## config.mk

```make
export PLATFORM = sky130hd
export DESIGN_NAME = ppfs_top
export DESIGN_NICKNAME = d
export VERILOG_FILES = /design/src/ppfs_pkg.sv /design/src/ppfs_edge_detect.sv /design/src/ppfs_top.sv
export VERILOG_INCLUDE_DIRS = /design/src /design/src/src
export SDC_FILE = /design/constraint.sdc
export NUM_CORES = 1
export LEC_CHECK = 0
export BUFFER_PORTS_ARGS = -buffer_cell sky130_fd_sc_hd__buf_2
export CAP_MARGIN = 10
export CORE_MARGIN = 1
export CORE_UTILIZATION = 40
export DETAILED_ROUTE_END_ITERATION = 8
export PLACE_DENSITY = 0.67
export SYNTH_ARGS = -nofsm -noshare
export SYNTH_HDL_FRONTEND = slang
export SYNTH_HIERARCHICAL = 1
export SYNTH_SLANG_ARGS = --single-unit
```

## constraint.sdc

```tcl
create_clock -name i_clock -period 1.8 [get_ports i_clock]
set_clock_uncertainty 0.05 [all_clocks]
set_input_delay 0.27 -clock i_clock [delete_from_list [all_inputs] [get_ports i_clock]]
set_output_delay 0.27 -clock i_clock [all_outputs]
set_load 0.05 [all_outputs]
```

## src/ppfs_params.svh

```systemverilog
`ifndef PPFS_PARAMS_SVH
`define PPFS_PARAMS_SVH
// bus widths
`define PPFS_AW            8
`define PPFS_DW            8
// port widths
`define PPFS_P1_W          8
`define PPFS_P2_W          8
`define PPFS_P3_W          4
`define PPFS_P6_W          2
`define PPFS_P7_W          8
`define PPFS_P12_W         5
`define PPFS_INTP_N        6
`define PPFS_IRQ_W         7
// register offsets
`define PPFS_P1_DATA       8'h00
`define PPFS_P1_DIR        8'h01
`define PPFS_P1_PU         8'h02
`define PPFS_P1_MODE       8'h03
`define PPFS_P2_DATA       8'h04
`define PPFS_P2_DIR        8'h05
`define PPFS_P2_ANALOG     8'h06
`define PPFS_P3_DATA       8'h08
`define PPFS_P3_DIR        8'h09
`define PPFS_P3_PU         8'h0A
`define PPFS_P3_MODE       8'h0B
`define PPFS_P6_DATA       8'h0C
`define PPFS_P6_DIR        8'h0D
`define PPFS_P6_MODE       8'h0E
`define PPFS_P7_DATA       8'h10
`define PPFS_P7_DIR        8'h11
`define PPFS_P7_PU         8'h12
`define PPFS_P7_MODE       8'h13
`define PPFS_P12_DATA      8'h14
`define PPFS_P12_DIR       8'h15
`define PPFS_P12_PU        8'h16
`define PPFS_P12_MODE      8'h17
`define PPFS_EDGE_RISE     8'h18
`define PPFS_EDGE_FALL     8'h19
`define PPFS_IRQ_STATUS    8'h1A
`define PPFS_IRQ_MASK      8'h1B
`define PPFS_SERIAL_SEL    8'h1C
// reset values
`define PPFS_P2_ANALOG_RST 8'hFF
// field positions
`define PPFS_KEY_BIT       6
`define PPFS_P1_SCK_BIT    0
`define PPFS_P1_SI_BIT     1
`define PPFS_P1_SO_BIT     2
`define PPFS_P1_TXB_BIT    3
`define PPFS_P1_RXB_BIT    4
`define PPFS_P1_TOHA_BIT   5
`define PPFS_P1_TOHB_BIT   6
`define PPFS_P1_T8A_BIT    7
`define PPFS_P3_T8B_BIT    3
`define PPFS_P12_INTP_BIT  0
`define PPFS_P12_MCLK_BIT  2
`define PPFS_P12_SCLK_BIT  4
`endif

```

## src/ppfs_pkg.sv

```systemverilog
`include "ppfs_params.svh"
package ppfs_pkg;
   typedef struct packed {
      logic [`PPFS_P1_W-1:0]   p1_data;
      logic [`PPFS_P1_W-1:0]   p1_dir;
      logic [`PPFS_P1_W-1:0]   p1_pu;
      logic [`PPFS_P1_W-1:0]   p1_mode;
      logic [`PPFS_P2_W-1:0]   p2_data;
      logic [`PPFS_P2_W-1:0]   p2_dir;
      logic [`PPFS_P2_W-1:0]   p2_analog;
      logic [`PPFS_P3_W-1:0]   p3_data;
      logic [`PPFS_P3_W-1:0]   p3_dir;
      logic [`PPFS_P3_W-1:0]   p3_pu;
      logic [`PPFS_P3_W-1:0]   p3_mode;
      logic [`PPFS_P6_W-1:0]   p6_data;
      logic [`PPFS_P6_W-1:0]   p6_dir;
      logic [`PPFS_P6_W-1:0]   p6_mode;
      logic [`PPFS_P7_W-1:0]   p7_data;
      logic [`PPFS_P7_W-1:0]   p7_dir;
      logic [`PPFS_P7_W-1:0]   p7_pu;
      logic [`PPFS_P7_W-1:0]   p7_mode;
      logic [`PPFS_P12_W-1:0]  p12_data;
      logic [`PPFS_P12_W-1:0]  p12_dir;
      logic [`PPFS_P12_W-1:0]  p12_mode;
      logic                    p12_pu;
      logic [`PPFS_INTP_N-1:0] edge_rise;
      logic [`PPFS_INTP_N-1:0] edge_fall;
      logic [`PPFS_IRQ_W-1:0]  irq_status;
      logic [`PPFS_IRQ_W-1:0]  irq_mask;
      logic                    uart_sel;
      logic [`PPFS_DW-1:0]     rdata;
   } ppfs_state_t;

   parameter ppfs_state_t PPFS_STATE_RST = '{p2_analog: `PPFS_P2_ANALOG_RST, default: '0};

   typedef struct packed {
      logic prev;
   } ppfs_edge_state_t;
endpackage

```

## src/ppfs_edge_detect.sv

```systemverilog
`timescale 1ns/1ps
// one-bit edge detector with separate rising and falling enables
module ppfs_edge_detect (
   input  wire logic i_clock,
   input  wire logic i_rstn,
   input  wire logic i_level,
   input  wire logic i_rise_en,
   input  wire logic i_fall_en,
   output logic      o_event
);
   ppfs_pkg::ppfs_edge_state_t st;
   ppfs_pkg::ppfs_edge_state_t next_st;

   always_comb begin
      next_st      = st;
      next_st.prev = i_level;
   end

   always_ff @(posedge i_clock or negedge i_rstn) begin
      if (!i_rstn) begin
         st <= '0;
      end else begin
         st <= next_st;
      end
   end

   assign o_event = (i_rise_en & i_level & ~st.prev) | (i_fall_en & ~i_level & st.prev);
endmodule // ppfs_edge_detect

```

## src/ppfs_top.sv

```systemverilog
// Function
// - per-bit choice of port or alternate function
// - per-bit direction from direction register
// - pull-up option on ports 1, 3, 7
// - port 12 pull-up on lowest pin only
// - port 2 analog input after reset
// - port 6 outputs open-drain, low only
// - external interrupts on rising, falling or both
// - port 1 carries serial, uart, timer, interrupt
// - port 3 carries four interrupts, timer pins
// - port 6 is i2c clock then data
// - port 7 pins are key interrupt inputs
// - port 12 interrupt, voltage sense, clock pins
// - active-low reset holds the device
`timescale 1ns/1ps
`include "ppfs_params.svh"
module ppfs_top (
   input  wire logic                    i_clock,
   input  wire logic                    i_rstn,
   input  wire logic [`PPFS_AW-1:0]     i_addr,
   input  wire logic [`PPFS_DW-1:0]     i_wdata,
   input  wire logic                    i_wr,
   input  wire logic                    i_rd,
   output logic      [`PPFS_DW-1:0]     o_rdata,
   output logic                         o_irq,
   // pins
   input  wire logic [`PPFS_P1_W-1:0]   i_p1_in,
   output logic      [`PPFS_P1_W-1:0]   o_p1_out,
   output logic      [`PPFS_P1_W-1:0]   o_p1_oe,
   output logic      [`PPFS_P1_W-1:0]   o_p1_pullup,
   input  wire logic [`PPFS_P2_W-1:0]   i_p2_in,
   output logic      [`PPFS_P2_W-1:0]   o_p2_out,
   output logic      [`PPFS_P2_W-1:0]   o_p2_oe,
   output logic      [`PPFS_P2_W-1:0]   o_p2_analog_en,
   input  wire logic [`PPFS_P3_W-1:0]   i_p3_in,
   output logic      [`PPFS_P3_W-1:0]   o_p3_out,
   output logic      [`PPFS_P3_W-1:0]   o_p3_oe,
   output logic      [`PPFS_P3_W-1:0]   o_p3_pullup,
   input  wire logic [`PPFS_P6_W-1:0]   i_p6_in,
   output logic      [`PPFS_P6_W-1:0]   o_p6_out,
   output logic      [`PPFS_P6_W-1:0]   o_p6_oe,
   input  wire logic [`PPFS_P7_W-1:0]   i_p7_in,
   output logic      [`PPFS_P7_W-1:0]   o_p7_out,
   output logic      [`PPFS_P7_W-1:0]   o_p7_oe,
   output logic      [`PPFS_P7_W-1:0]   o_p7_pullup,
   input  wire logic [`PPFS_P12_W-1:0]  i_p12_in,
   output logic      [`PPFS_P12_W-1:0]  o_p12_out,
   output logic      [`PPFS_P12_W-1:0]  o_p12_oe,
   output logic      [`PPFS_P12_W-1:0]  o_p12_pullup,
   // peripheral side
   input  wire logic                    i_sync_serial_data_out,
   input  wire logic                    i_sync_serial_clock_out,
   output logic                         o_sync_serial_data_in,
   output logic                         o_sync_serial_clock_in,
   input  wire logic                    i_uart_a_transmit,
   input  wire logic                    i_uart_b_transmit,
   output logic                         o_uart_a_receive,
   output logic                         o_uart_b_receive,
   input  wire logic                    i_timer8_a_out,
   input  wire logic                    i_timer8_b_out,
   input  wire logic                    i_timer_h_a_out,
   input  wire logic                    i_timer_h_b_out,
   output logic                         o_timer8_a_count_in,
   output logic                         o_timer8_b_count_in,
   input  wire logic                    i_i2c_clock_pull_low,
   input  wire logic                    i_i2c_data_pull_low,
   output logic                         o_i2c_clock_pin,
   output logic                         o_i2c_data_pin,
   output logic      [`PPFS_P2_W-1:0]   o_analog_channel,
   output logic                         o_ext_low_voltage_sense,
   output logic                         o_main_ext_clock_in,
   output logic                         o_sub_ext_clock_in,
   output logic      [`PPFS_INTP_N-1:0] o_ext_irq_event,
   output logic                         o_key_irq_event
);
   ppfs_pkg::ppfs_state_t       st;
   ppfs_pkg::ppfs_state_t       next_st;
   logic [`PPFS_INTP_N-1:0]     intp_level;
   logic [`PPFS_INTP_N-1:0]     intp_sel;
   logic [`PPFS_INTP_N-1:0]     intp_raw;
   logic [`PPFS_INTP_N-1:0]     ext_evt;
   logic [`PPFS_P7_W-1:0]       key_fall;
   logic                        key_evt;
   logic [`PPFS_IRQ_W-1:0]      irq_events;
   logic [`PPFS_P1_W-1:0]       p1_alt;
   logic [`PPFS_P3_W-1:0]       p3_alt;
   logic [`PPFS_P2_W-1:0]       p2_digital;

   ////////////////////////////////////////////////////////////////////////////
   // interrupt sources
   // ext_irq_input_zero on port 12, intp1..4 on port 3, ext_irq_input_five on port 1
   assign intp_level = {i_p1_in[`PPFS_P1_TOHB_BIT], i_p3_in, i_p12_in[`PPFS_P12_INTP_BIT]};
   assign intp_sel   = {st.p1_mode[`PPFS_P1_TOHB_BIT], st.p3_mode, st.p12_mode[`PPFS_P12_INTP_BIT]};

   generate
      for (genvar k = 0; k < `PPFS_INTP_N; k++) begin : g_intp
         ppfs_edge_detect u_edge (
            .i_clock   (i_clock),
            .i_rstn    (i_rstn),
            .i_level   (intp_level[k]),
            .i_rise_en (st.edge_rise[k]),
            .i_fall_en (st.edge_fall[k]),
            .o_event   (intp_raw[k])
         );
      end
      // a key press pulls the pin low, so only the falling edge counts
      for (genvar k = 0; k < `PPFS_P7_W; k++) begin : g_key
         ppfs_edge_detect u_edge (
            .i_clock   (i_clock),
            .i_rstn    (i_rstn),
            .i_level   (i_p7_in[k]),
            .i_rise_en (1'b0),
            .i_fall_en (1'b1),
            .o_event   (key_fall[k])
         );
      end
   endgenerate

   // the detector runs in both modes so that entering alternate mode sees a fresh history
   assign ext_evt    = intp_raw & intp_sel;
   assign key_evt    = |(key_fall & st.p7_mode);
   assign irq_events = {key_evt, ext_evt};

   ////////////////////////////////////////////////////////////////////////////
   // register file and state
   always_comb begin
      next_st       = st;
      next_st.rdata = '0;
      if (i_wr) begin
         case (i_addr)
            `PPFS_P1_DATA    : next_st.p1_data  = i_wdata;
            `PPFS_P1_DIR     : next_st.p1_dir   = i_wdata;
            `PPFS_P1_PU      : next_st.p1_pu    = i_wdata;
            `PPFS_P1_MODE    : next_st.p1_mode  = i_wdata;
            `PPFS_P2_DATA    : next_st.p2_data  = i_wdata;
            `PPFS_P2_DIR     : next_st.p2_dir   = i_wdata;
            `PPFS_P2_ANALOG  : next_st.p2_analog = i_wdata;
            `PPFS_P3_DATA    : next_st.p3_data  = i_wdata[`PPFS_P3_W-1:0];
            `PPFS_P3_DIR     : next_st.p3_dir   = i_wdata[`PPFS_P3_W-1:0];
            `PPFS_P3_PU      : next_st.p3_pu    = i_wdata[`PPFS_P3_W-1:0];
            `PPFS_P3_MODE    : next_st.p3_mode  = i_wdata[`PPFS_P3_W-1:0];
            `PPFS_P6_DATA    : next_st.p6_data  = i_wdata[`PPFS_P6_W-1:0];
            `PPFS_P6_DIR     : next_st.p6_dir   = i_wdata[`PPFS_P6_W-1:0];
            `PPFS_P6_MODE    : next_st.p6_mode  = i_wdata[`PPFS_P6_W-1:0];
            `PPFS_P7_DATA    : next_st.p7_data  = i_wdata;
            `PPFS_P7_DIR     : next_st.p7_dir   = i_wdata;
            `PPFS_P7_PU      : next_st.p7_pu    = i_wdata;
            `PPFS_P7_MODE    : next_st.p7_mode  = i_wdata;
            `PPFS_P12_DATA   : next_st.p12_data = i_wdata[`PPFS_P12_W-1:0];
            `PPFS_P12_DIR    : next_st.p12_dir  = i_wdata[`PPFS_P12_W-1:0];
            `PPFS_P12_PU     : next_st.p12_pu   = i_wdata[0];
            `PPFS_P12_MODE   : next_st.p12_mode = i_wdata[`PPFS_P12_W-1:0];
            `PPFS_EDGE_RISE  : next_st.edge_rise = i_wdata[`PPFS_INTP_N-1:0];
            `PPFS_EDGE_FALL  : next_st.edge_fall = i_wdata[`PPFS_INTP_N-1:0];
            `PPFS_IRQ_STATUS : next_st.irq_status = st.irq_status & ~i_wdata[`PPFS_IRQ_W-1:0];
            `PPFS_IRQ_MASK   : next_st.irq_mask = i_wdata[`PPFS_IRQ_W-1:0];
            `PPFS_SERIAL_SEL : next_st.uart_sel = i_wdata[0];
            default          : next_st = next_st;
         endcase
      end
      // set after the clear so that an event in the clearing cycle survives
      next_st.irq_status = next_st.irq_status | irq_events;
      if (i_rd) begin
         case (i_addr)
            // data reads return the latch for outputs and the pin for inputs, zero for port 2 analog inputs; port 6 returns the pin for all bits
            `PPFS_P1_DATA    : next_st.rdata = (st.p1_dir & st.p1_data) | (~st.p1_dir & i_p1_in);
            `PPFS_P1_DIR     : next_st.rdata = st.p1_dir;
            `PPFS_P1_PU      : next_st.rdata = st.p1_pu;
            `PPFS_P1_MODE    : next_st.rdata = st.p1_mode;
            `PPFS_P2_DATA    : next_st.rdata = (st.p2_dir & st.p2_data) | (~st.p2_dir & p2_digital);
            `PPFS_P2_DIR     : next_st.rdata = st.p2_dir;
            `PPFS_P2_ANALOG  : next_st.rdata = st.p2_analog;
            `PPFS_P3_DATA    : next_st.rdata = {4'h0, (st.p3_dir & st.p3_data) | (~st.p3_dir & i_p3_in)};
            `PPFS_P3_DIR     : next_st.rdata = {4'h0, st.p3_dir};
            `PPFS_P3_PU      : next_st.rdata = {4'h0, st.p3_pu};
            `PPFS_P3_MODE    : next_st.rdata = {4'h0, st.p3_mode};
            `PPFS_P6_DATA    : next_st.rdata = {6'h00, i_p6_in};
            `PPFS_P6_DIR     : next_st.rdata = {6'h00, st.p6_dir};
            `PPFS_P6_MODE    : next_st.rdata = {6'h00, st.p6_mode};
            `PPFS_P7_DATA    : next_st.rdata = (st.p7_dir & st.p7_data) | (~st.p7_dir & i_p7_in);
            `PPFS_P7_DIR     : next_st.rdata = st.p7_dir;
            `PPFS_P7_PU      : next_st.rdata = st.p7_pu;
            `PPFS_P7_MODE    : next_st.rdata = st.p7_mode;
            `PPFS_P12_DATA   : next_st.rdata = {3'h0, (st.p12_dir & st.p12_data) | (~st.p12_dir & i_p12_in)};
            `PPFS_P12_DIR    : next_st.rdata = {3'h0, st.p12_dir};
            `PPFS_P12_PU     : next_st.rdata = {7'h00, st.p12_pu};
            `PPFS_P12_MODE   : next_st.rdata = {3'h0, st.p12_mode};
            `PPFS_EDGE_RISE  : next_st.rdata = {2'h0, st.edge_rise};
            `PPFS_EDGE_FALL  : next_st.rdata = {2'h0, st.edge_fall};
            `PPFS_IRQ_STATUS : next_st.rdata = {1'h0, st.irq_status};
            `PPFS_IRQ_MASK   : next_st.rdata = {1'h0, st.irq_mask};
            `PPFS_SERIAL_SEL : next_st.rdata = {7'h00, st.uart_sel};
            default          : next_st.rdata = '0;
         endcase
      end
   end

   always_ff @(posedge i_clock or negedge i_rstn) begin
      if (!i_rstn) begin
         st <= ppfs_pkg::PPFS_STATE_RST;
      end else begin
         st <= next_st;
      end
   end

   assign o_rdata = st.rdata;
   assign o_irq   = |(st.irq_status & st.irq_mask);

   ////////////////////////////////////////////////////////////////////////////
   // pin drivers
   assign p1_alt = {i_timer8_a_out, i_timer_h_b_out, i_timer_h_a_out, 1'b0, i_uart_b_transmit,
                    i_sync_serial_data_out, 1'b0,
                    st.uart_sel ? i_uart_a_transmit : i_sync_serial_clock_out};
   assign p3_alt = {i_timer8_b_out, 3'h0};

   assign o_p1_out    = (st.p1_mode & p1_alt) | (~st.p1_mode & st.p1_data);
   assign o_p1_oe     = st.p1_dir;
   assign o_p1_pullup = st.p1_pu & ~st.p1_dir;

   // analog pins never drive and feed no digital logic
   assign p2_digital     = i_p2_in & ~st.p2_analog;
   assign o_p2_out       = st.p2_data;
   assign o_p2_oe        = st.p2_dir & ~st.p2_analog;
   assign o_p2_analog_en = st.p2_analog;
   assign o_analog_channel = i_p2_in & st.p2_analog;

   assign o_p3_out    = (st.p3_mode & p3_alt) | (~st.p3_mode & st.p3_data);
   assign o_p3_oe     = st.p3_dir;
   assign o_p3_pullup = st.p3_pu & ~st.p3_dir;

   // open drain: the pin only ever sinks, a one is released to the external pull-up
   assign o_p6_out = '0;
   assign o_p6_oe  = (~st.p6_mode & st.p6_dir & ~st.p6_data) |
                     (st.p6_mode & {i_i2c_data_pull_low, i_i2c_clock_pull_low});

   assign o_p7_out    = st.p7_data;
   assign o_p7_oe     = st.p7_dir;
   assign o_p7_pullup = st.p7_pu & ~st.p7_dir;

   // resonator and clock pins must not be driven while in alternate mode
   assign o_p12_out    = st.p12_data;
   assign o_p12_oe     = st.p12_dir & ~st.p12_mode;
   assign o_p12_pullup = {4'h0, st.p12_pu & ~st.p12_dir[0]};

   ////////////////////////////////////////////////////////////////////////////
   // peripheral inputs, gated by the alternate selection except the i2c pins
   assign o_sync_serial_clock_in  = st.p1_mode[`PPFS_P1_SCK_BIT] & i_p1_in[`PPFS_P1_SCK_BIT];
   assign o_sync_serial_data_in   = st.p1_mode[`PPFS_P1_SI_BIT] & ~st.uart_sel & i_p1_in[`PPFS_P1_SI_BIT];
   assign o_uart_a_receive        = st.p1_mode[`PPFS_P1_SI_BIT] & st.uart_sel & i_p1_in[`PPFS_P1_SI_BIT];
   assign o_uart_b_receive        = st.p1_mode[`PPFS_P1_RXB_BIT] & i_p1_in[`PPFS_P1_RXB_BIT];
   assign o_timer8_a_count_in     = st.p1_mode[`PPFS_P1_T8A_BIT] & i_p1_in[`PPFS_P1_T8A_BIT];
   assign o_timer8_b_count_in     = st.p3_mode[`PPFS_P3_T8B_BIT] & i_p3_in[`PPFS_P3_T8B_BIT];
   assign o_i2c_clock_pin         = i_p6_in[0];
   assign o_i2c_data_pin          = i_p6_in[1];
   assign o_ext_low_voltage_sense = st.p12_mode[`PPFS_P12_INTP_BIT] & i_p12_in[`PPFS_P12_INTP_BIT];
   assign o_main_ext_clock_in     = st.p12_mode[`PPFS_P12_MCLK_BIT] & i_p12_in[`PPFS_P12_MCLK_BIT];
   assign o_sub_ext_clock_in      = st.p12_mode[`PPFS_P12_SCLK_BIT] & i_p12_in[`PPFS_P12_SCLK_BIT];
   assign o_ext_irq_event         = ext_evt;
   assign o_key_irq_event         = key_evt;

   ////////////////////////////////////////////////////////////////////////////
   // checks
   logic wr_seen;
   always_ff @(posedge i_clock or negedge i_rstn) begin
      if (!i_rstn) begin
         wr_seen <= 1'b0;
      end else if (i_wr) begin
         wr_seen <= 1'b1;
      end
   end
endmodule // ppfs_top

```

==> flow_metrics.py, run 1 <==
metrics = {
    "outcome": {
        "outcome": "complete, but fails checks",
        "violations": "setup timing",
    },
    "global_routing": {
        "grt_pass1_vias": 7698,
        "grt_pass1_wl_um": 48300,
        "grt_max_degree": 55,
        "antenna_found_initial": 0,
        "grt.total_usage_pct": 26.8,
        "overflow": 0,
    },
    "detailed_routing": {
        "drtPass1Iterations": 5,
        "drt_iter0_drc": 667,
        "wl_per_cell_um": 22.3,
        "ant_nets": 0,
        "vias": 8116,
        "wl_met2_um": 15000,
        "vias_per_cell": 5.49,
        "wl_um": 32900,
        "drc": 0,
        "dr_wl_met3_um": 2410,
        "topRoutingLayerUsed": "met4",
        "wl_met1_um": 15000,
    },
    "timing": {
        "setup_slack_ps": -286,
        "tns_ps": -344,
        "finalHoldViolations": 0,
        "setup_viol": 3,
        "relSlewSlack_pct": 61.0,
        "rsz0062_at_grt": "true",
        "period_needed_ps": 2090,
        "fin_crit_sh_pct": 116,
        "clock.fmax_mhz": 479,
        "tightest_slew_ps": 586,
        "slew_violations": 0,
    },
    "synth": {
        "yosysSeqAreaShare_pct": 45.5,
        "synth_enable_flop_cells": 0,
        "synth_seq_cells": 175,
        "synth_ff_type": "dfrtp_1",
        "syn-cell-area_sq_um": 9640,
        "ys.warnings.count": 6,
        "synth.distinct_cells": 64,
        "syn_avg_cell_area_sq_um": 11.0,
        "async_flop_share_pct": 100,
        "syn_inst": 880,
    },
    "floorplan": {
        "initial_utilization_pct": 41.0,
        "pin_count": 203,
        "row_count": 56,
        "fp.dieW_um": 157,
        "core_area_sq_um": 23500,
        "chipHeight_um": 157,
        "dieArea_sq_um": 24700,
    },
    "placement": {
        "gp_congestion": 0.893,
        "dp_hpwl_um": 24300,
        "place_area_sq_um": 11500,
        "numPortBuffers": 196,
        "dpl.cell_count": 1411,
    },
    "clocking": {
        "cts_root_buf": "clkbuf_16",
        "cts_buffers": 17,
        "clkTransAtPathRegs_ps": 70,
        "clk_latency_ps": 430,
        "clock_path_buffers": 2,
        "htreeDepth": 4,
        "cts_tree": "built",
        "clock-sinks": 175,
    },
    "setup_path": {
        "path_max_fanout": 2,
        "timing.rr.end": "o_rdata[3]",
        "endpoint": "o_irq",
        "worstSetupPathType": "flip-flop to primary output",
        "cp.required_ps": 1480,
        "cp-startpoint": "st[18]",
        "r2r_start": "o_p2_analog_en[3]",
        "ff2ff_setup_slack_ps": 110,
        "crit_path_end_kind": "primary output",
        "cp.arrival_ps": 1770,
        "startpoint_type": "flip-flop",
        "ff2ff_path_depth": 6,
    },
    "layout": {
        "final_common_cell": "buf_2",
        "final_layout_size_suffix_gt1_share_pct": 52.3,
        "fillCellCount": 2113,
        "layout_common_cells": "buf_2, dfrtp_1, mux2_2",
        "area_delta_synth_final_pct": 32.2,
        "regArea_sq_um": 4400,
        "instances_no_fill": 1479,
        "multi_input_area_sq_um": 4930,
        "fin_area_sq_um": 12700,
        "finalNetCount": 1212,
        "final_util_pct": 54.1,
        "antennaDiodeCount": 0,
    },
    "pwr": {
        "peakVddDrop_v": 0.000523,
        "cellPowerDensity_nw_per_um2": 769,
        "leakage_nw": 6.34,
    },
    "worst_hold_path": {
        "hp-class": "input pin to flip-flop",
    },
    "flow_run": {
        "maxCapViolCount": 0,
    },
}
[worst max-delay path: stages, from the launching register on]
cell and delay (ps):
dfrtp_1 380, a222oi_1 530, nand3_1 220, buf_6 200
[where the power goes]
group	switching, mW	total (mW)	internal (mW)
combinational	1.12	1.74	0.619
clock	1.75	3.72	1.97
sequential	0.211	4.34	4.13
total	3.08	9.80	6.71
[Yosys cell counts (all sizes together), types with 2 or more instances]
cell type / instances / share of area [%]
a31oi: 10 / 0.65
nor2: 33 / 1.3
o211ai: 7 / 0.55
mux2: 165 / 19
a211oi: 2 / 0.21
and3: 4 / 0.26
o21ai: 39 / 2.6
inv: 2 / 0.078
a22oi: 25 / 1.9
a221oi: 16 / 1.5
o2111ai: 2 / 0.18
conb: 2 / 0.078
nand3b: 14 / 1.1
dfrtp: 167 / 43
a311o: 2 / 0.21
or3: 2 / 0.13
nor4b: 2 / 0.18
a21o: 7 / 0.55
nor3: 9 / 0.75
buf: 83 / 6.1
nand3: 20 / 1.2
mux2i: 17 / 1.8
a21oi: 22 / 1.2
dfstp: 8 / 2.2
or2: 2 / 0.13
nand4: 3 / 0.19
o31ai: 5 / 0.39
nor3b: 3 / 0.29
xnor2: 2 / 0.18
clkbuf: 31 / 1.2
a222oi: 2 / 0.21
and2: 27 / 1.8
nand2b: 6 / 0.39
or4b: 2 / 0.21
a22o: 7 / 0.64
o22ai: 6 / 0.39
nor2b: 43 / 2.8
nand2: 69 / 2.9
[cells by family after synthesis]
logic type                after synthesis  synth area share (%)
xor gates and xnor gates                2                 0.182
muxes                                 183                  21.3
and+or+nand+nor                       241                  13.7
buffers and inverters                 116                  7.36
AOI/OAI and AO/OA                     161                  11.9
DFF                                   175                  45.5
other                                   2                0.0779
[how the worst min path moves through the flow]
stage,start,endpoint,cells after the start
after floorplan,i_rstn,g_intp[0].u_edge/st,0
after global routing,i_rd,o_rdata[7],3
after CTS,i_wdata[6],st[22],3
final,i_rd,o_rdata[7],3
after global placement,i_rstn,o_p3_oe[1],1
after detailed placement,i_rstn,o_p3_oe[1],1
[area by class of cell]
class / count / area share (%)
Clock buffer: 18 / 3.37
Sequential cell: 175 / 34.5
Tap cell: 319 / 3.13
Multi-Input combinational cell: 609 / 38.7
Clock inverter: 14 / 1.16
Inverter: 2 / 0.0589
Timing Repair Buffer: 342 / 19.1
[what timing repair did]
item                                   in CTS  in global routing
gates cloned                                0                  3
resized for setup                          19                 55
setup buffers                               8                 11
pin swaps                                   5                 27
setup endpoints to repair                  13                 32
hold buffers                               15                  0
endpoints found under the hold margin      41                  0
[sequential cells by signal, indices dropped and copies added, names as in the netlist]
register / count
o_p12_out: 5
o_p1_oe: 8
intp_sel: 6
st: 98
o_p7_out: 8
g_key.u_edge/st: 8
g_intp.u_edge/st: 6
o_p3_oe: 4
o_p2_analog_en: 8
o_rdata: 8
o_p2_out: 8
o_p7_oe: 8
[routing by layer]
metal	global-route usage, %	vias to the layer above
met5	0	-
met4	5.36	0
met3	5.45	30
met2	41.4	368
met1	38.7	4060
li1	-	3658
[per-stage QoR]
stage	total power, mW	hold slack, ps	setup slack [ps]
after CTS	9.77	198	-304
after floorplan	5.46	-75.6	-211
after detailed placement	6.05	164	-451
final	9.80	164	-286
after global placement	6.02	160	-442
after global routing	10.1	173	-311
(Power assumes the default switching activity.)
==> run 2, diff against run 1 <==
--- a/config.mk
+++ b/config.mk
@@ -8,10 +8,11 @@
 export LEC_CHECK = 0
 export BUFFER_PORTS_ARGS = -buffer_cell sky130_fd_sc_hd__buf_2
 export CAP_MARGIN = 10
+export CORE_ASPECT_RATIO = 1.4
 export CORE_MARGIN = 1
-export CORE_UTILIZATION = 40
+export CORE_UTILIZATION = 35
 export DETAILED_ROUTE_END_ITERATION = 8
-export PLACE_DENSITY = 0.67
+export PLACE_DENSITY = 0.6
 export SYNTH_ARGS = -nofsm -noshare
 export SYNTH_HDL_FRONTEND = slang
 export SYNTH_HIERARCHICAL = 1
==> run 2 against run 1 <==
Compared with the run above: the run still ends with setup timing left; first-iteration DRC count is 0.75% lower; power is 0.25% lower; sequential share of layout area hardly changed; combinational power hardly changed; register-to-register slack worse by 20 ps; clock-buffer cell count is 1 higher; sequential power hardly changed; hold slack worse by 5.6 ps.
==> flow_metrics.py, run 2 (synthesis results as in run 1) <==
metrics = {
    "timing": {
        "fin_crit_sh_pct": 114,
        "setup_slack_ps": -256,
        "period_needed_ps": 2060,
        "rsz0062_at_grt": "true",
        "tightest_slew_ps": 551,
        "relSlewSlack_pct": 63.3,
        "setup_viol": 4,
        "finalHoldViolations": 0,
        "clock.fmax_mhz": 486,
        "slew_violations": 0,
    },
    "setup_path": {
        "critPathTopFamily": "compound AO/OA/AOI/OAI gates",
        "startpoint_type": "flip-flop",
        "endpoint": "o_irq",
        "cp_cell_sequence": "a222oi_1, buf_4, nand3_4, buf_6",
        "cp.required_ps": 1480,
        "worstSetupPathType": "flip-flop to primary output",
        "crit_path_max_incr_delay_ps": 430,
        "ff2ff_setup_slack_ps": 90,
        "cp.depth": 4,
        "ff2ff_path_depth": 6,
        "path_max_fanout": 3,
        "cp_slowest_cell": "a222oi_1",
        "critical_path_buf_inv_count": 2,
        "r2r_start": "o_p2_analog_en[2]",
        "cp-startpoint": "st[18]",
        "timing.rr.end": "o_rdata[2]",
        "crit_path_end_kind": "primary output",
        "cp.arrival_ps": 1740,
    },
    "pwr": {
        "peakVddDrop_v": 0.000675,
        "sw_frac_of_total_pct": 32.0,
        "power_mw": 9.77,
        "seqPwrFrac_pct": 44.4,
        "power.internal_mw": 6.64,
        "cellPowerDensity_nw_per_um2": 767,
        "p_comb_share_pct": 17.9,
        "clkPwrFrac_pct": 37.7,
        "p_sw_mw": 3.13,
        "leakage_nw": 6.33,
    },
    "layout": {
        "multi_input_area_sq_um": 4830,
        "largest_register_ff_count": 98,
        "final_common_cell": "buf_2",
        "finalNetCount": 1219,
        "layout_common_cells": "buf_2, dfrtp_1, mux2_2",
        "final_layout_size_suffix_gt1_share_pct": 51.2,
        "fin_area_sq_um": 12700,
        "regMostFlops": "st",
        "regArea_sq_um": 4390,
        "fillCellCount": 2602,
        "area_delta_synth_final_pct": 32.1,
    },
    "detailed_routing": {
        "wl_per_cell_um": 22.1,
        "vias": 8129,
        "wl_um": 33900,
        "vias_per_cell": 5.30,
        "drt_iter0_drc": 662,
        "drtPass1Iterations": 7,
        "ant_nets": 0,
        "drc": 0,
    },
    "floorplan": {
        "pin_count": 203,
        "chipHeight_um": 198,
        "initial_utilization_pct": 35.7,
        "dieArea_sq_um": 28200,
        "row_count": 71,
        "fp.dieW_um": 142,
        "core_area_sq_um": 27000,
    },
    "placement": {
        "gp_congestion": 0.897,
        "dp_slack_ps": -438,
        "dp_hpwl_um": 25500,
        "place_area_sq_um": 11700,
        "numPortBuffers": 196,
    },
    "outcome": {
        "outcome": "complete, but fails checks",
        "violations": "setup timing",
    },
    "global_routing": {
        "grt_max_degree": 53,
        "busiest_layer": "met2",
        "antenna_found_initial": 2,
        "met2_usage_pct": 40.6,
        "grt_pass1_wl_um": 50100,
        "grt.total_usage_pct": 24.4,
        "grt_pass1_vias": 7935,
        "overflow": 0,
        "use_met1_pct": 32.0,
        "use_met3_pct": 3.61,
    },
    "worst_hold_path": {
        "min_from": "i_rd",
        "hp-class": "input pin to flip-flop",
    },
    "clocking": {
        "cts_tree": "built",
        "clock-sinks": 175,
        "cts_root_buf": "clkbuf_16",
        "clkTransAtPathRegs_ps": 80,
        "htreeDepth": 4,
        "cts_buffers": 17,
        "clk_latency_ps": 450,
        "clock_path_buffers": 2,
    },
    "flow_run": {
        "maxCapViolCount": 0,
    },
}
## run 2: metrics by stage
step                utilization, %  TNS (ps)  cells  hold WS, ps
global placement              43.4    -51850   1473          152
CTS                           46.5      -422   1525          139
detailed placement            43.4    -52730   1473          147
finish                        47.2      -364   1534          158
floorplan                        -    -17170    900        -75.6
global route                  47.2      -641   1534          165
## run 2: how the worst min path moves through the flow
| stage | cells past startpoint | slack [ps] | endpoint |
|---|---|---|---|
| after floorplan | 0 | -80 | g_intp[0].u_edge/st |
| after global placement | 1 | 150 | st[157] |
| after detailed placement | 1 | 150 | st[157] |
| after CTS | 4 | 140 | o_rdata[1] |
| after global routing | 4 | 160 | o_rdata[0] |
| final | 4 | 160 | o_rdata[1] |
## run 2: repair_timing
action,4_1_cts,5_1_grt
hold endpoints to repair,46,0
gates cloned,0,2
setup buffers,5,5
hold buffers,15,0
resized for setup,26,20
setup endpoints to repair,14,18
pin swaps,4,4
## run 2: per-layer routing
layer  wire length, um  up-vias
met5                 0        -
met4               901        0
met3              1880       56
met2             17000      307
met1             14100     4112
li1                  -     3654
## run 2: power groups by stage
stage / clock network (mW) / logic (mW) / registers, mW
2_1_floorplan: 0 / 1.14 / 4.32
3_3_place_gp: 0 / 1.66 / 4.40
3_5_place_dp: 0 / 1.68 / 4.40
4_1_cts: 3.75 / 1.73 / 4.33
5_1_grt: 3.88 / 1.85 / 4.36
6_report: 3.69 / 1.75 / 4.34
## run 2: final cells by class
type	instances	share of cell area, %
diodes	2	0.0393
clock buffers	19	3.48
clock inverters	13	1.09
inverters	2	0.0590
multi-input cells	609	37.9
flip-flops and latches	175	34.5
well taps	365	3.59
repair buffers	349	19.3
## run 2: worst min-delay path, stage by stage
cell and delay (ps):
buf_2 130, o31ai_2 80, buf_4 120, a21oi_1 30
==> run 3, diff against run 2 <==
--- a/config.mk
+++ b/config.mk
@@ -8,7 +8,6 @@
 export LEC_CHECK = 0
 export BUFFER_PORTS_ARGS = -buffer_cell sky130_fd_sc_hd__buf_2
 export CAP_MARGIN = 10
-export CORE_ASPECT_RATIO = 1.4
 export CORE_MARGIN = 1
 export CORE_UTILIZATION = 35
 export DETAILED_ROUTE_END_ITERATION = 8
==> run 3 against run 2 <==
Compared with the run above: the run still ends with setup timing left; global-route usage is 0.51 points lower; die area hardly changed; wire length is 0.15% higher; first-iteration DRC count is 13% lower; non-clock buffer count is 7 higher; critical path type unchanged; highest routed layer unchanged.
==> flow_metrics.py, run 3 (synthesis results as in run 1) <==
metrics = {
    "timing": {
        "tns_ps": -413,
        "fin_crit_sh_pct": 115,
        "tightest_slew_ps": 628,
        "period_needed_ps": 2080,
        "slew_violations": 0,
        "finalHoldViolations": 0,
        "setup_slack_ps": -276,
        "clock.fmax_mhz": 482,
        "setup_viol": 4,
        "relSlewSlack_pct": 58.2,
        "rsz0062_at_grt": "true",
    },
    "floorplan": {
        "fp.dieW_um": 168,
        "dieArea_sq_um": 28200,
        "core_area_sq_um": 27000,
        "pin_count": 203,
        "row_count": 60,
        "initial_utilization_pct": 35.8,
        "chipHeight_um": 168,
    },
    "global_routing": {
        "antenna_found_initial": 0,
        "grt_pass1_wl_um": 49900,
        "grt_max_degree": 66,
        "grt_pass1_vias": 7768,
        "overflow": 0,
        "grt.total_usage_pct": 23.9,
    },
    "layout": {
        "fillCellCount": 2521,
        "antennaDiodeCount": 0,
        "area_delta_synth_final_pct": 34.4,
        "largest_register_ff_count": 98,
        "final_layout_size_suffix_gt1_share_pct": 53.2,
        "layout_common_cells": "buf_2, dfrtp_1, mux2_2",
        "final_common_cell": "buf_2",
        "regMostFlops": "st",
        "finalNetCount": 1226,
    },
    "clocking": {
        "clk_latency_ps": 440,
        "clock-sinks": 175,
        "cts_root_buf": "clkbuf_16",
        "htreeDepth": 4,
        "cts_buffers": 17,
        "cts_tree": "built",
        "clock_path_buffers": 2,
        "clkTransAtPathRegs_ps": 70,
    },
    "detailed_routing": {
        "vias": 8065,
        "wl_um": 33900,
        "ant_nets": 0,
        "wl_per_cell_um": 22.4,
        "drc": 0,
        "drtPass1Iterations": 5,
        "vias_per_cell": 5.32,
        "drt_iter0_drc": 578,
    },
    "setup_path": {
        "cp.required_ps": 1480,
        "path_max_fanout": 3,
        "crit_path_end_kind": "primary output",
        "critical_path_buf_inv_count": 1,
        "cp_cell_sequence": "a222oi_1, nand3_1, buf_6",
        "critPathTopFamily": "compound AO/OA/AOI/OAI gates",
        "worstSetupPathType": "flip-flop to primary output",
        "ff2ff_setup_slack_ps": 10,
        "cp.arrival_ps": 1760,
        "crit_path_max_incr_delay_ps": 440,
        "startpoint_type": "flip-flop",
        "cp_slowest_cell": "a222oi_1",
    },
    "pwr": {
        "cellPowerDensity_nw_per_um2": 749,
        "leakage_nw": 6.45,
        "power_mw": 9.71,
        "peakVddDrop_v": 0.000445,
    },
    "outcome": {
        "violations": "setup timing",
        "outcome": "complete, but fails checks",
    },
    "placement": {
        "dp_hpwl_um": 25000,
        "gp_congestion": 0.868,
        "numPortBuffers": 196,
    },
    "worst_hold_path": {
        "hp-class": "input pin to asynchronous set/reset pin",
    },
    "flow_run": {
        "maxCapViolCount": 0,
    },
}
==> run 3: power by group <==
group	leakage, nW	switching (mW)	internal [mW]
Combinational	3.84	1.14	0.641
Clock	0.275	1.73	1.86
Sequential	2.34	0.212	4.13
Total	6.45	3.08	6.63
==> run 3: area by class of cell <==
class	count	area (sq um)	area share [%]
Multi-Input combinational cell	609	4970	38.4
Sequential cell	175	4400	33.9
Timing Repair Buffer	356	2590	20.0
Clock buffer	19	443	3.42
Tap cell	341	427	3.29
Clock inverter	13	120	0.927
Inverter	2	7.51	0.0579
==> run 3: path summary, 6_finish.rpt <==
check | start | cells after the start | to
worst max-delay path | st[18] | 3 | o_irq
worst min-delay path | i_rstn | 2 | g_intp[0].u_edge/st
worst max register to register | o_p2_analog_en[2] | 6 | o_rdata[2]
worst min register to register | st[142] | 1 | st[142]
max in group asynchronous | i_rstn | 3 | o_rdata[5]
min in group i_clock | i_rd | 3 | o_rdata[1]
==> run 3: metrics by stage <==
stage	worst slack, ps	utilization, %	hold WS (ps)	std cells	instance area [sq um]
after floorplan	-211	-	-75.6	900	9950
after global placement	-540	42.9	49.7	1434	11600
after detailed placement	-561	42.9	50.9	1434	11600
after CTS	-261	46.6	154	1497	12600
after global routing	-293	48.1	168	1515	13000
final	-276	48.1	171	1515	13000
==> run 3: worst register-to-register path: cells and delay by family (launching register included) <==
kind	cells	cell delay, ps
flops	1	550
simple gates	2	130
compound gates	4	910
==> run 3: routing by layer <==
layer	GRT usage, %	routed length, um	vias to the layer above
met3	4.51	2360	49
met4	8.22	827	0
met1	34.3	15700	4025
met5	0	0	-
met2	35.9	15000	332
li1	-	-	3659
==> run 3: what timing repair did <==
item | CTS | global route
hold buffers | 15 | 0
endpoints found under the hold margin | 181 | 0
endpoints found under the setup margin | 40 | 64
gates cloned | 1 | 1
pin swaps | 11 | 26
gates resized for setup | 39 | 59
buffers inserted | 16 | 18
